`src/logic/eia_pkg.sv`:
```
// Opcodes, flag layout and reset values for the extended-instruction ALU
// ------------------------------------------------------------------------
// ------------------------------------------------------------------------
package eia_pkg;

  // Operations presented by the sequencer
  typedef enum logic [4:0] {
    EIA_OP_NOP, EIA_OP_OR_W, EIA_OP_OR_M, EIA_OP_RL_M, EIA_OP_RL_W,
    EIA_OP_RLC_M, EIA_OP_RLC_W, EIA_OP_RR_M, EIA_OP_RR_W, EIA_OP_RRC_M,
    EIA_OP_RRC_W, EIA_OP_SBC_W, EIA_OP_SBC_M, EIA_OP_SUB_W, EIA_OP_SDZ_M,
    EIA_OP_SDZ_W, EIA_OP_SIZ_M, EIA_OP_SIZ_W, EIA_OP_SET_M, EIA_OP_SETB_M,
    EIA_OP_SNZ_BIT, EIA_OP_SNZ_BYTE
  } eia_op_t;

  // Status flags, bit 5 down to bit 0
  typedef struct packed {
    logic signed_wrap_flag;
    logic null_result_flag;
    logic half_carry_flag;
    logic borrow_inverse_bit;
    logic signed_carry_flag;
    logic chained_null_flag;
  } eia_flags_t;

  localparam logic [5:0] EIA_MASK_NULL   = 6'h10;
  localparam logic [5:0] EIA_MASK_BORROW = 6'h04;
  localparam eia_flags_t EIA_FLAGS_RST   = 6'h00;
  localparam logic [7:0] EIA_WORK_RST    = 8'h00;
  localparam logic [7:0] EIA_WDATA_RST   = 8'h00;
  localparam logic [7:0] EIA_BYTE_ONE    = 8'h01;
  localparam logic [7:0] EIA_BYTE_ONES   = 8'hFF;

endpackage

```
`src/logic/eia_alu_if.sv`:
```
// Operand and result bundle between the top and the operation unit
`timescale 1ns/1ps

interface eia_alu_if;
  import eia_pkg::*;

  eia_op_t    op;
  logic [2:0] bit_sel;
  logic [7:0] work;
  logic [7:0] mem;
  eia_flags_t flags_in;
  logic [7:0] result;
  logic       wr_work;
  logic       wr_mem;
  logic       skip;
  eia_flags_t flags_out;

  modport unit (input op, bit_sel, work, mem, flags_in,
                output result, wr_work, wr_mem, skip, flags_out);
  modport ctl  (output op, bit_sel, work, mem, flags_in,
                input result, wr_work, wr_mem, skip, flags_out);
endinterface

```
`src/logic/eia_exec.sv`:
```
// Top of the extended-instruction ALU: work register, flags, write-back, skip
`timescale 1ns/1ps

module eia_exec
  import eia_pkg::*;
(
  input  wire logic       clock,
  input  wire logic       resetn,
  input  wire logic       op_valid,
  input  eia_op_t         op_code,
  input  wire logic [2:0] bit_sel,
  input  wire logic [7:0] mem_rdata,
  output logic            op_ready,
  output logic            dummy_cycle,
  output logic            mem_we,
  output logic [7:0]      mem_wdata,
  output logic [7:0]      work_register,
  output logic            signed_wrap_flag,
  output logic            null_result_flag,
  output logic            half_carry_flag,
  output logic            borrow_inverse_bit,
  output logic            signed_carry_flag,
  output logic            chained_null_flag
);

  // ------------------------------------------------------------------
  // State
  // ------------------------------------------------------------------
  typedef struct packed {
    logic [7:0] work;
    eia_flags_t flags;
    logic       mem_we;
    logic [7:0] mem_wdata;
  } eia_top_state_t;

  eia_top_state_t state_reg;
  eia_top_state_t state_next;
  logic           accept;
  logic           ready;

  eia_alu_if alu ();

  // ------------------------------------------------------------------
  // Operation unit and skip control
  // ------------------------------------------------------------------
  // Operands come straight from the sequencer and the current state
  assign alu.op       = op_code;
  assign alu.bit_sel  = bit_sel;
  assign alu.work     = state_reg.work;
  assign alu.mem      = mem_rdata;
  assign alu.flags_in = state_reg.flags;

  eia_op_unit u_op (
    .alu (alu)
  );

  eia_skip_ctl u_skip (
    .clock    (clock),
    .resetn   (resetn),
    .accept   (accept),
    .skip_req (alu.skip),
    .dummy    (dummy_cycle),
    .ready    (ready)
  );

  // Taken only outside the dummy slot
  assign accept   = op_valid & ready;
  assign op_ready = ready;

  // ------------------------------------------------------------------
  // Next state
  // ------------------------------------------------------------------
  // Flags move only on an accepted operation, so a dummy slot keeps them
  always_comb begin
    state_next        = state_reg;
    state_next.mem_we = 1'b0;
    if (accept) begin
      state_next.flags = alu.flags_out;
      if (alu.wr_work) begin
        state_next.work = alu.result;
      end
      if (alu.wr_mem) begin
        state_next.mem_we    = 1'b1;
        state_next.mem_wdata = alu.result;
      end
    end
  end

  always_ff @(posedge clock or negedge resetn) begin
    if (!resetn) begin
      state_reg.work      <= EIA_WORK_RST;
      state_reg.flags     <= EIA_FLAGS_RST;
      state_reg.mem_we    <= 1'b0;
      state_reg.mem_wdata <= EIA_WDATA_RST;
    end else begin
      state_reg <= state_next;
    end
  end

  // ------------------------------------------------------------------
  // Outputs
  // ------------------------------------------------------------------
  // Write data stays until the next write; the sequencer owns the address
  assign mem_we             = state_reg.mem_we;
  assign mem_wdata          = state_reg.mem_wdata;
  assign work_register      = state_reg.work;
  assign signed_wrap_flag   = state_reg.flags.signed_wrap_flag;
  assign null_result_flag   = state_reg.flags.null_result_flag;
  assign half_carry_flag    = state_reg.flags.half_carry_flag;
  assign borrow_inverse_bit = state_reg.flags.borrow_inverse_bit;
  assign signed_carry_flag  = state_reg.flags.signed_carry_flag;
  assign chained_null_flag  = state_reg.flags.chained_null_flag;

  // ------------------------------------------------------------------
  // Checks
  // ------------------------------------------------------------------
  // Copies of the operands of the last cycle, for the checks only
  logic       chk_took_q;
  eia_op_t    chk_op_q;
  logic [7:0] chk_mem_q;
  logic [7:0] chk_work_q;
  logic [2:0] chk_bit_q;
  eia_flags_t chk_flags_q;
  logic [5:0] chk_flag_diff;
  logic [8:0] chk_sbc_wide;
  logic [8:0] chk_sub_wide;
  logic       chk_skip_exp;

  always_ff @(posedge clock or negedge resetn) begin
    if (!resetn) begin
      chk_took_q  <= 1'b0;
      chk_op_q    <= EIA_OP_NOP;
      chk_mem_q   <= 8'h00;
      chk_work_q  <= 8'h00;
      chk_bit_q   <= 3'h0;
      chk_flags_q <= EIA_FLAGS_RST;
    end else begin
      chk_took_q  <= accept;
      chk_op_q    <= op_code;
      chk_mem_q   <= mem_rdata;
      chk_work_q  <= state_reg.work;
      chk_bit_q   <= bit_sel;
      chk_flags_q <= state_reg.flags;
    end
  end

  // Independent reference arithmetic, written apart from the unit
  assign chk_flag_diff = state_reg.flags ^ chk_flags_q;
  assign chk_sbc_wide  = {1'b0, chk_work_q} - {1'b0, chk_mem_q}
                         - {8'h00, ~chk_flags_q.borrow_inverse_bit};
  assign chk_sub_wide  = {1'b0, chk_work_q} - {1'b0, chk_mem_q};

  // Skip condition computed from the raw operand of this cycle
  always_comb begin
    chk_skip_exp = 1'b0;
    case (op_code)
      EIA_OP_SDZ_M, EIA_OP_SDZ_W: chk_skip_exp = (mem_rdata == 8'h01);
      EIA_OP_SIZ_M, EIA_OP_SIZ_W: chk_skip_exp = (mem_rdata == 8'hFF);
      EIA_OP_SNZ_BIT:             chk_skip_exp = mem_rdata[bit_sel];
      EIA_OP_SNZ_BYTE:            chk_skip_exp = (mem_rdata != 8'h00);
      default:                    chk_skip_exp = 1'b0;
    endcase
  end
endmodule

```
`src/logic/eia_op_unit.sv`:
```
// Combinational operation unit: result, write targets, flags, skip request
`timescale 1ns/1ps

module eia_op_unit
  import eia_pkg::*;
(
  eia_alu_if.unit alu
);

  logic [7:0] a;
  logic [7:0] m;
  logic       c_in;
  logic       sbc;
  logic       borrow;
  logic [8:0] diff;
  logic [4:0] low;
  logic       ovf;
  logic [7:0] dec_v;
  logic [7:0] inc_v;

  // One shared subtractor; borrow only enters for the with-borrow forms
  assign a      = alu.work;
  assign m      = alu.mem;
  assign c_in   = alu.flags_in.borrow_inverse_bit;
  assign sbc    = (alu.op == EIA_OP_SBC_W) || (alu.op == EIA_OP_SBC_M);
  assign borrow = sbc & ~c_in;
  assign diff   = {1'b0, a} - {1'b0, m} - {8'h00, borrow};
  assign low    = {1'b0, a[3:0]} - {1'b0, m[3:0]} - {4'h0, borrow};
  assign ovf    = (a[7] ^ m[7]) & (a[7] ^ diff[7]);
  assign dec_v  = m - EIA_BYTE_ONE;
  assign inc_v  = m + EIA_BYTE_ONE;

  // Default keeps every flag; each case touches only its own flags
  always_comb begin
    alu.result    = m;
    alu.wr_work   = 1'b0;
    alu.wr_mem    = 1'b0;
    alu.skip      = 1'b0;
    alu.flags_out = alu.flags_in;
    case (alu.op)
      EIA_OP_OR_W, EIA_OP_OR_M: begin
        alu.result                     = a | m;
        alu.wr_work                    = (alu.op == EIA_OP_OR_W);
        alu.wr_mem                     = (alu.op == EIA_OP_OR_M);
        alu.flags_out.null_result_flag = ((a | m) == 8'h00);
      end
      EIA_OP_RL_M, EIA_OP_RL_W: begin
        alu.result  = {m[6:0], m[7]};
        alu.wr_work = (alu.op == EIA_OP_RL_W);
        alu.wr_mem  = (alu.op == EIA_OP_RL_M);
      end
      EIA_OP_RLC_M, EIA_OP_RLC_W: begin
        alu.result                       = {m[6:0], c_in};
        alu.wr_work                      = (alu.op == EIA_OP_RLC_W);
        alu.wr_mem                       = (alu.op == EIA_OP_RLC_M);
        alu.flags_out.borrow_inverse_bit = m[7];
      end
      EIA_OP_RR_M, EIA_OP_RR_W: begin
        alu.result  = {m[0], m[7:1]};
        alu.wr_work = (alu.op == EIA_OP_RR_W);
        alu.wr_mem  = (alu.op == EIA_OP_RR_M);
      end
      EIA_OP_RRC_M, EIA_OP_RRC_W: begin
        alu.result                       = {c_in, m[7:1]};
        alu.wr_work                      = (alu.op == EIA_OP_RRC_W);
        alu.wr_mem                       = (alu.op == EIA_OP_RRC_M);
        alu.flags_out.borrow_inverse_bit = m[0];
      end
      EIA_OP_SBC_W, EIA_OP_SBC_M, EIA_OP_SUB_W: begin
        alu.result                       = diff[7:0];
        alu.wr_work                      = (alu.op != EIA_OP_SBC_M);
        alu.wr_mem                       = (alu.op == EIA_OP_SBC_M);
        alu.flags_out.signed_wrap_flag   = ovf;
        alu.flags_out.null_result_flag   = (diff[7:0] == 8'h00);
        alu.flags_out.half_carry_flag    = ~low[4];
        alu.flags_out.borrow_inverse_bit = ~diff[8];
        alu.flags_out.signed_carry_flag  = ovf ^ diff[7];
        // Chained zero survives a with-borrow form only if the earlier byte was zero too; EIA_OP_SUB_W sets it from this byte alone
        alu.flags_out.chained_null_flag  = (diff[7:0] == 8'h00)
                                           & (~sbc | alu.flags_in.chained_null_flag);
      end
      EIA_OP_SDZ_M, EIA_OP_SDZ_W: begin
        alu.result  = dec_v;
        alu.wr_work = (alu.op == EIA_OP_SDZ_W);
        alu.wr_mem  = (alu.op == EIA_OP_SDZ_M);
        alu.skip    = (dec_v == 8'h00);
      end
      EIA_OP_SIZ_M, EIA_OP_SIZ_W: begin
        alu.result  = inc_v;
        alu.wr_work = (alu.op == EIA_OP_SIZ_W);
        alu.wr_mem  = (alu.op == EIA_OP_SIZ_M);
        alu.skip    = (inc_v == 8'h00);
      end
      EIA_OP_SET_M: begin
        alu.result = EIA_BYTE_ONES;
        alu.wr_mem = 1'b1;
      end
      EIA_OP_SETB_M: begin
        alu.result = m | (EIA_BYTE_ONE << alu.bit_sel);
        alu.wr_mem = 1'b1;
      end
      EIA_OP_SNZ_BIT:  alu.skip = m[alu.bit_sel];
      EIA_OP_SNZ_BYTE: alu.skip = (m != 8'h00);
      default: begin
        alu.skip = 1'b0;
      end
    endcase
  end

endmodule

```
`src/logic/eia_skip_ctl.sv`:
```
// Dummy-cycle insertion for the conditional-skip forms
`timescale 1ns/1ps

module eia_skip_ctl
  import eia_pkg::*;
(
  input  wire logic clock,
  input  wire logic resetn,
  input  wire logic accept,
  input  wire logic skip_req,
  output logic      dummy,
  output logic      ready
);

  typedef struct packed {
    logic dummy;
  } eia_skip_state_t;

  eia_skip_state_t state_reg;
  eia_skip_state_t state_next;

  // One dummy slot while the skipped word is fetched and dropped
  always_comb begin
    state_next       = state_reg;
    state_next.dummy = accept & skip_req;
  end

  always_ff @(posedge clock or negedge resetn) begin
    if (!resetn) begin
      state_reg <= 1'b0;
    end else begin
      state_reg <= state_next;
    end
  end

  // No new operation during the dummy slot
  assign dummy = state_reg.dummy;
  assign ready = ~state_reg.dummy;
endmodule

```
`config.mk`:
```
export PLATFORM = sky130hd
export DESIGN_NAME = eia_exec
export DESIGN_NICKNAME = d
export VERILOG_FILES = /design/src/logic/eia_pkg.sv /design/src/logic/eia_alu_if.sv /design/src/logic/eia_exec.sv /design/src/logic/eia_op_unit.sv /design/src/logic/eia_skip_ctl.sv
export SDC_FILE = /design/constraint.sdc
export NUM_CORES = 1
export LEC_CHECK = 0
export ABC_AREA = 1
export BUFFER_PORTS_ARGS = -buffer_cell sky130_fd_sc_hd__buf_2
export CAP_MARGIN = 20
export CORE_MARGIN = 4
export CORE_UTILIZATION = 55
export DETAILED_ROUTE_END_ITERATION = 8
export GPL_ROUTABILITY_DRIVEN = 0
export PLACE_DENSITY = 0.82
export REMOVE_ABC_BUFFERS = 1
export SETUP_SLACK_MARGIN = 0.2
export SKIP_LAST_GASP = 1
export SYNTH_ARGS = -nofsm -noshare
export SYNTH_HDL_FRONTEND = slang
export SYNTH_SLANG_ARGS = --single-unit
```
`constraint.sdc`:
```
create_clock -name clock -period 3 [get_ports clock]
set_input_delay 0.45 -clock clock [delete_from_list [all_inputs] [get_ports clock]]
set_output_delay 0.45 -clock clock [all_outputs]
set_load 0.01 [all_outputs]
```
==> flow_summary_export.csv, run 1 <==
group,metric,value,unit
detailed_routing,post-route-drc-count,0,
floorplan,dieWidth,81.7,µm
synthesis,async_flop_share,100,%
synthesis,synthesis.area_per_instance,6.05,µm²
synthesis,syn_area,0.00299,mm²
critical_path,path_cells,"clkbuf_4 > nand2_2 > nor2_4 > nand2_2 > nand2_1 > nand2_1 > fa_1 > fa_2 > o21ai_0 > nand2_1 > buf_4 > buf_4 > xor2_1 > mux2_2",
detailed_routing,vias,3496,
synthesis,synth_top_area_cell,"nand2_1",
critical_path,cp.depth,14,
final_layout,regArea,601,µm²
sta,skew,2.16,ps
power_and_ir_drop,power.leakage,1.89,nW
floorplan,die_y,81.7,µm
sta,final-hold-violation-count,0,
floorplan,dieArea,0.00668,mm²
detailed_routing,wl_per_cell,15.1,µm
floorplan,core_area,0.00517,mm²
clocking,root_buffer,"clkbuf_8",
sta,period_minus_slack,2730,ps
floorplan,initial_core_util,57.8,%
final_layout,nFillCells,467,
critical_path,slowest_stage,"fa_1",
detailed_routing,drt-total-wl,9340,µm
final_layout,layout_commonest_cell,"nand2_1",
critical_path,start_kind,"primary input",
run_status,outcome,"completed",
final_layout,fin_util,67.3,%
global_routing,grt_start_max_net_pins,25,
global_routing,grt.overflow.total,0,
placement,dp_hpwl,7430,µm
global_routing,grt_pass1_vias,3336,
synthesis,ys_ff_latch,24,
sta,setup_viol,0,
sta,setup-tns-final,0,ps
critical_path,cp_max_fo,4,
sta,min_period_over_period,91.1,%
floorplan,rows,26,
clocking,clkSinkCount,24,
final_layout,diodes,0,
final_layout,drive_above_1_share,18.1,%
clocking,cts_tree,"done",
floorplan,ios,44,
sta,tightest_slew,527,ps
critical_path,ff2ff_setup_slack,380,ps
clocking,clk_pin_slew,90,ps
critical_path,cp-startpoint,"op_code[2]",
clocking,cts_buffers,3,
critical_path,end_kind,"flip-flop",
critical_path,reg2regPathDepth,10,
critical_path,worstPathBufferInverterCount,3,
placement,port_buffers,43,
detailed_routing,via_per_inst,5.67,
placement,dp_cells,610,
sta,relSlewSlack,64.9,%
synthesis,synth-seq-area-share,20.1,%
critical_path,cp-endpoint,"half_carry_flag",
critical_path,critical_path_class,"in2reg",
sta,timing.fmax,366,MHz
synthesis,ys.flop_type,"dfrtp_1",
final_layout,fin_cells,617,
final_layout,layout.nets,594,
critical_path,cpMostUsedCell,"nand2_1",
clocking,worstSkewPairLatency,270,ps
critical_path,required,3160,ps
detailed_routing,drt_iter0_markers,480,
synthesis,synth.top_cell.area_share,21.7,%
global_routing,antenna_found_initial,0,
final_layout,area_growth,16.4,%
clocking,htreeDepth,1,
critical_path,timing.rr.start,"borrow_inverse_bit",
power_and_ir_drop,power_density,560,mW/mm²
detailed_routing,ant_nets,0,
global_routing,grtUsageTotal,29.1,%
sta,hold_slack,149,ps
sta,final_max_slew_viol_count,0,
critical_path,worstPathArrival,2890,ps
final_layout,multi_input_area,0.00215,mm²
power_and_ir_drop,power,1.95,mW
clocking,cts.path.max_buffers,2,
final_layout,layout_common_cells,"167 x nand2_1, 59 x inv_1, 54 x nor2_1, 44 x nand3_1, 39 x buf_2",
critical_path,max_stage_delay,480,ps
synthesis,synth_area_leaders,"nand2_1 22%, dfrtp_1 20%, ha_1 10%",
synthesis,yosys_warnings,0,
power_and_ir_drop,ir_drop,521,µV
global_routing,grt_pass1_wl,15300,µm
critical_path,cp_top_family,"adder cells",
synthesis,synth-edff-count,0,
synthesis,ys_types,41,
synthesis,synthCells,494,
run,maxCapViolCount,0,
worst_hold_path,hold_path.class,"in2async",
sta,rsz0062_at_grt,"true",
critical_path,timing.rr.end,"half_carry_flag",
detailed_routing,drtPass1Iterations,6,
-- sequential cells by signal, summed over array words and instances, names as in the netlist --
signal / cells
mem_wdata: 8
work_register: 8
borrow_inverse_bit: 1
chained_null_flag: 1
half_carry_flag: 1
mem_we: 1
null_result_flag: 1
signed_carry_flag: 1
signed_wrap_flag: 1
u_skip.dummy: 1
-- per-stage QoR --
step / cell area [µm²] / worst slack, ps
after floorplan: 2960 / 355
after global placement: 3330 / 120
after detailed placement: 3330 / 45.3
after CTS: 3400 / 305
after global routing: 3480 / 110
final: 3480 / 267
-- final cells by class --
cell class	instances	area share [%]
Inverter	66	7.22
Timing Repair Buffer	55	9.16
Clock inverter	1	0.862
Multi-Input combinational cell	398	61.8
Tap cell	70	2.52
Sequential cell	24	17.2
Clock buffer	3	1.19
-- report_power, final --
part	total, mW	leakage, nW	internal [mW]	switching [mW]
clock network	0.282	0.0357	0.178	0.104
registers	0.509	0.298	0.421	0.0882
logic	1.16	1.56	0.445	0.714
total	1.95	1.89	1.04	0.906
-- logic make-up after synthesis --
family / share of synthesized area (%)
mux: 0.377
xor+xnor: 3.22
fa+ha+maj: 11.8
simple gates: 45.7
flops: 20.1
compound gates: 9.21
buf+inv: 9.58
-- worst min path at each step --
stage	startpoint	end	slack [ps]	cells after the start
after floorplan	resetn	borrow_inverse_bit	150	0
after global placement	resetn	mem_wdata[0]	450	1
after detailed placement	mem_wdata[3]	mem_wdata[3]	450	2
after CTS	resetn	mem_wdata[0]	170	1
after global routing	resetn	mem_wdata[0]	180	1
final	resetn	mem_wdata[0]	150	1
-- cell usage after synthesis (2+ instances only) --
cell type,instances
nand2_2,6
nor2_2,3
xnor2_1,2
ha_1,25
xor2_1,9
or2_2,2
nor2_4,5
nand2_1,173
inv_1,59
nor3_1,5
dfrtp_1,24
or2_1,2
nand4_1,7
inv_2,4
a21oi_1,8
buf_2,4
buf_4,2
o22ai_1,2
fa_1,2
o21a_1,3
nand3b_1,2
nand3_1,45
a22oi_1,3
nor2_1,57
o21ai_0,20
a31oi_1,5
-- worst reg2reg max path: stages (launching register included) --
cell and delay [ps]:
dfrtp_1 460, inv_1 90, nand2_1 80, fa_1 480, fa_2 380, o21ai_0 180
nand2_1 160, buf_4 170, buf_4 130, xor2_1 140, mux2_2 260
-- repair_timing --
action | CTS | global route
endpoints found under the hold margin | 0 | 0
setup endpoints to repair | 0 | 13
gates resized for setup | 0 | 21
hold buffers | 0 | 0
buffers inserted | 0 | 3
-- metal layers --
metal	track usage, %	up-vias	part of all wire [%]
li1	-	1671	-
met1	37.1	1579	41
met2	50.2	206	47
met3	5.15	40	8.8
met4	8.31	0	3.0
met5	0	-	0
Power figures use the tool's default switching activity.
==> run 2, diff against run 1 <==
--- a/config.mk
+++ b/config.mk
@@ -5,7 +5,7 @@
 export SDC_FILE = /design/constraint.sdc
 export NUM_CORES = 1
 export LEC_CHECK = 0
-export ABC_AREA = 1
+export ABC_AREA = 0
 export BUFFER_PORTS_ARGS = -buffer_cell sky130_fd_sc_hd__buf_2
 export CAP_MARGIN = 20
 export CORE_MARGIN = 4
==> run 2 against run 1 <==
  * Worst setup slack got worse by 150 ps
  * Critical endpoint is now null_result_flag
  * Routed wire length rose by 18%
  * Highest routed layer unchanged
  * Cell area rose by 9.7%
  * Clock-buffer cell count rose by 1
  * Combinational power rose by 23%
  * Die area rose by 3.3%
  * Utilization rose by 2.5 points
  * Sequential share of layout area fell by 1.5 points
  * Critical path type unchanged
  * Global-route usage rose by 1.0 points
  * Register-to-register slack got worse by 30 ps
  * Area after synthesis rose by 3.7%
==> flow_summary_export.csv, run 2 <==
group,metric,value,unit
placement,dp_hpwl,7850,µm
detailed_routing,via_per_inst,7.05,
sta,hold_slack,153,ps
sta,tightest_slew,817,ps
clocking,root_buffer,"clkbuf_8",
synthesis,synthTopCellsByCount,"38 x nor2_1, 26 x inv_1, 25 x ha_1, 24 x dfrtp_1, 22 x nand2_1",
synthesis,synthCells,395,
sta,timing.fmax,346,MHz
final_layout,area_growth,23.2,%
power_and_ir_drop,p_clk_share,10.0,%
sta,min_period_over_period,96.3,%
sta,rsz0062_at_grt,"true",
final_layout,layout.nets,505,
synthesis,async_flop_share,100,%
detailed_routing,drt_iter0_markers,683,
clocking,holdBufCountCts,0,
sta,setup-tns-final,0,ps
critical_path,start_kind,"primary input",
detailed_routing,drt-total-wl,11000,µm
power_and_ir_drop,seqPwrFrac,23.3,%
power_and_ir_drop,p_int,1.17,mW
final_layout,nFillCells,437,
sta,final_max_slew_viol_count,0,
synthesis,synth-edff-count,0,
floorplan,rows,27,
placement,dpl_cell_area,0.00356,mm²
placement,dp_cells,522,
run,maxCapViolCount,0,
critical_path,worstPathArrival,3060,ps
clocking,clk_pin_slew,80,ps
floorplan,dieArea,0.00690,mm²
detailed_routing,vias,3737,
synthesis,ys.flop_type,"dfrtp_1",
detailed_routing,ant_nets,0,
run_status,outcome,"completed",
sta,final-hold-violation-count,0,
global_routing,grt_pass1_wl,17300,µm
sta,period_minus_slack,2890,ps
final_layout,final_area,0.00382,mm²
detailed_routing,drtPass1Iterations,6,
final_layout,regArea,601,µm²
synthesis,synth-seq-area-share,19.4,%
detailed_routing,wl_per_cell,20.8,µm
critical_path,cp_max_fo,3,
global_routing,grt_pass1_vias,3484,
synthesis,yosys_warnings,0,
final_layout,layout_commonest_cell,"buf_4",
clocking,cts_tree,"done",
final_layout,drive_above_1_share,28.6,%
sta,skew,3.06,ps
floorplan,die_y,83.1,µm
synthesis,syn_area,0.00310,mm²
sta,relSlewSlack,45.3,%
floorplan,initial_core_util,56.7,%
floorplan,core_area,0.00547,mm²
clocking,cts.path.max_buffers,2,
global_routing,grt.overflow.total,0,
clocking,clkSinkCount,24,
floorplan,dieWidth,83.1,µm
final_layout,layout_common_cells,"44 x buf_4, 40 x buf_2, 38 x nor2_1, 25 x inv_1, 24 x dfrtp_1",
power_and_ir_drop,sw_frac_of_total,45.4,%
critical_path,required,3170,ps
power_and_ir_drop,ir_drop,502,µV
sta,setup_viol,0,
detailed_routing,post-route-drc-count,0,
synthesis,synth_area_leaders,"dfrtp_1 19%, ha_1 10%, nor2_1 4.6%",
power_and_ir_drop,pwr-share-comb,66.6,%
synthesis,ys_ff_latch,24,
critical_path,critical_path_class,"in2reg",
final_layout,multi_input_area,0.00242,mm²
synthesis,synthesis.area_per_instance,7.85,µm²
synthesis,ys_types,70,
final_layout,diodes,0,
worst_hold_path,hold_path.class,"in2async",
global_routing,grtUsageTotal,30.1,%
power_and_ir_drop,power.leakage,1.61,nW
global_routing,grt_start_max_net_pins,27,
clocking,htreeDepth,1,
final_layout,fin_cells,530,
clocking,worstSkewPairLatency,260,ps
placement,port_buffers,43,
power_and_ir_drop,switching_power,0.974,mW
floorplan,ios,44,
synthesis,synth.top_cell.area_share,19.4,%
power_and_ir_drop,power_density,562,mW/mm²
global_routing,antenna_found_initial,0,
synthesis,synth_top_area_cell,"dfrtp_1",
synthesis,synth.most_common_cell,"nor2_1",
clocking,cts_buffers,3,
critical_path,end_kind,"flip-flop",
[run 2: cells by family after synthesis]
kind of cell / synth area share (%)
flops: 19.4
simple gates: 26.1
buf+inv: 7.87
xor+xnor: 4.24
fa+ha+maj: 11.7
mux: 3.83
compound gates: 26.9
[run 2: power groups by stage]
stage	registers [mW]	clock network, mW	logic (mW)
after floorplan	0.528	0	0.683
after global placement	0.491	0	1.19
after detailed placement	0.493	0	1.24
after CTS	0.494	0.219	1.31
after global routing	0.508	0.239	1.53
final	0.501	0.215	1.43
[run 2: final timing paths]
path | cells after the start | end | from | slack (ps)
min in group clock | 2 | half_carry_flag | half_carry_flag | 500
min reg2reg | 2 | half_carry_flag | half_carry_flag | 500
max | 12 | null_result_flag | op_code[2] | 110
min | 1 | mem_we | resetn | 150
max in group asynchronous | 1 | signed_wrap_flag | resetn | 2490
max reg2reg | 9 | null_result_flag | borrow_inverse_bit | 350
[run 2: timing repair]
item	in CTS	in global routing
setup buffers	3	1
endpoints found under the setup margin	19	18
gates resized for setup	26	13
pin swaps	13	4
[run 2: worst max-delay path, cell delays in order]
cell and delay [ps]:
buf_6 90, and3b_2 240, o21ai_2 80, or2_4 260, fa_2 380, fa_2 350
buf_4 150, xor2_1 180, nor3b_1 250, nand3_1 120, a211o_1 320, o31ai_2 190
[run 2: layout make-up]
class	count	area share (%)
Clock buffer	4	1.44
Timing Repair Buffer	86	14.5
Inverter	28	2.75
Tap cell	72	2.36
Sequential cell	24	15.7
Multi-Input combinational cell	316	63.2
[run 2: layer usage]
metal  up-vias  track usage (%)  wire, µm
met2       344             49.8      5150
met1      1702             38.3      4030
met3        92             4.56      1200
met5         -                0         0
met4         0             14.6       661
li1       1599                -         -
[run 2: through the flow]
step / setup slack (ps) / utilization [%] / total power [mW]
after CTS: 80.1 / 68.3 / 2.02
after detailed placement: -527 / 65.0 / 1.73
final: 112 / 69.8 / 2.15
after floorplan: -500 / - / 1.21
after global placement: -458 / 65.0 / 1.68
after global routing: 50.2 / 69.8 / 2.28
==> run 3, diff against run 2 <==
==> constraint.sdc (replaced) <==
create_clock -name clock -period 3.1 [get_ports clock]
set_input_delay 0.465 -clock clock [delete_from_list [all_inputs] [get_ports clock]]
set_output_delay 0.465 -clock clock [all_outputs]
set_load 0.01 [all_outputs]
==> run 3 against run 2 <==
  * Critical path depth down 1
  * Flip-flop and latch count is the same
  * Final cell count shrank 0.57%
  * Die area is the same
  * Sequential power is 4% lower
  * Critical endpoint unchanged
==> flow_summary_export.csv, run 3 (synthesis gave the netlist of run 2 again) <==
group,metric,value,unit
sta,relSlewSlack,47.6,%
critical_path,slowest_stage,"or4_4",
placement,dp_hpwl,7580,µm
critical_path,critical_path_class,"in2reg",
detailed_routing,drt-total-wl,10600,µm
power_and_ir_drop,power_density,535,mW/mm²
power_and_ir_drop,power,2.00,mW
clocking,clk_pin_slew,90,ps
run,maxCapViolCount,0,
floorplan,core_area,0.00547,mm²
critical_path,cp_max_fo,3,
global_routing,grt_pass1_wl,16600,µm
floorplan,dieArea,0.00690,mm²
clocking,clkSinkCount,24,
floorplan,initial_core_util,56.7,%
sta,final_max_slew_viol_count,0,
clocking,cts.path.max_buffers,2,
final_layout,layout_common_cells,"42 x buf_2, 40 x buf_4, 38 x nor2_1, 26 x inv_1",
run_status,outcome,"completed",
critical_path,path_cells,"buf_6 > and3b_2 > o21ai_4 > or2_4 > fa_2 > ha_4 > or4_4 > o22ai_4 > mux2_4 > a211o_1 > o31ai_1",
critical_path,max_stage_delay,490,ps
sta,period_minus_slack,3000,ps
sta,min_period_over_period,96.7,%
power_and_ir_drop,ir_drop,474,µV
clocking,htreeDepth,1,
global_routing,grt.overflow.total,0,
global_routing,grtUsageTotal,29.1,%
detailed_routing,drt_iter0_markers,705,
detailed_routing,via_per_inst,6.89,
global_routing,antenna_found_initial,0,
clocking,holdBufCountCts,0,
global_routing,grt_start_max_net_pins,27,
final_layout,drive_above_1_share,26.6,%
sta,skew,6.94,ps
floorplan,rows,27,
sta,setup_viol,0,
clocking,cts_buffers,3,
final_layout,nFillCells,444,
critical_path,end_kind,"flip-flop",
detailed_routing,wl_per_cell,20.2,µm
sta,tightest_slew,786,ps
final_layout,layout_commonest_cell,"buf_2",
final_layout,fin_util,68.3,%
worst_hold_path,hold_path.class,"in2async",
global_routing,grt_pass1_vias,3346,
placement,port_buffers,43,
sta,timing.fmax,333,MHz
critical_path,required,3270,ps
sta,final-hold-violation-count,0,
floorplan,die_y,83.1,µm
sta,rsz0062_at_grt,"true",
detailed_routing,post-route-drc-count,0,
final_layout,area_growth,20.6,%
floorplan,dieWidth,83.1,µm
critical_path,worstPathArrival,3170,ps
final_layout,fin_cells,527,
detailed_routing,drtPass1Iterations,6,
floorplan,ios,44,
clocking,cts_tree,"done",
clocking,root_buffer,"clkbuf_8",
power_and_ir_drop,power.leakage,1.59,nW
critical_path,start_kind,"primary input",
detailed_routing,ant_nets,0,
placement,dp_cells,518,
clocking,worstSkewPairLatency,270,ps
detailed_routing,vias,3633,
final_layout,layout.nets,502,
final_layout,diodes,0,
run 3: path summary, 6_finish.rpt:
| check | end | start | cells past startpoint | slack, ps |
|---|---|---|---|---|
| max | null_result_flag | op_code[2] | 11 | 100 |
| min | mem_we | resetn | 1 | 150 |
| max reg2reg | null_result_flag | borrow_inverse_bit | 8 | 230 |
| min reg2reg | half_carry_flag | half_carry_flag | 2 | 500 |
| max in group asynchronous | half_carry_flag | resetn | 1 | 2600 |
| min in group clock | half_carry_flag | half_carry_flag | 2 | 500 |
run 3: critical path: cells and delay by family:
| kind | cells | cell delay, ps |
|---|---|---|
| adders and majority gates | 2 | 580 |
| AOI/OAI and AO/OA | 4 | 710 |
| buffers and inverters | 1 | 90 |
| and+or+nand+nor | 3 | 1000 |
| muxes | 1 | 320 |
run 3: per-stage QoR:
stage                     setup WS, ps  hold slack, ps  TNS, ps  instance area (µm²)
after global routing              64.0             199        0                 3740
after global placement            -371             461    -4550                 3530
after CTS                          125             174        0                 3660
after detailed placement          -432             463    -5490                 3530
final                              101             152        0                 3740
after floorplan                   -415             169    -2190                 2960
run 3: routing by layer:
layer | vias to the layer above | global-route usage (%) | part of all wire, %
li1 | 1595 | - | -
met1 | 1632 | 37.2 | 38
met2 | 310 | 46.1 | 44
met3 | 96 | 5.95 | 11
met4 | 0 | 15.6 | 6.8
met5 | - | 0 | 0
run 3: area by class of cell:
| cell class | count | area (µm²) | share of cell area, % |
|---|---|---|---|
| multi-input cells | 316 | 2370 | 63.3 |
| flip-flops and latches | 24 | 601 | 16.1 |
| repair buffers | 83 | 522 | 14.0 |
| inverters | 28 | 105 | 2.81 |
| well taps | 72 | 90.1 | 2.41 |
| clock buffers | 4 | 55.1 | 1.47 |
run 3: timing repair:
action	4_1_cts	5_1_grt
setup buffers	2	3
gates resized for setup	14	13
endpoints found under the hold margin	0	0
endpoints found under the setup margin	19	14
pin swaps	7	12
run 3: report_power, final:
group          internal [mW]  total, mW  switching (mW)
Combinational          0.594       1.31           0.712
Sequential             0.400      0.482          0.0817
Clock                  0.114      0.214           0.100
Total                   1.11       2.00           0.894
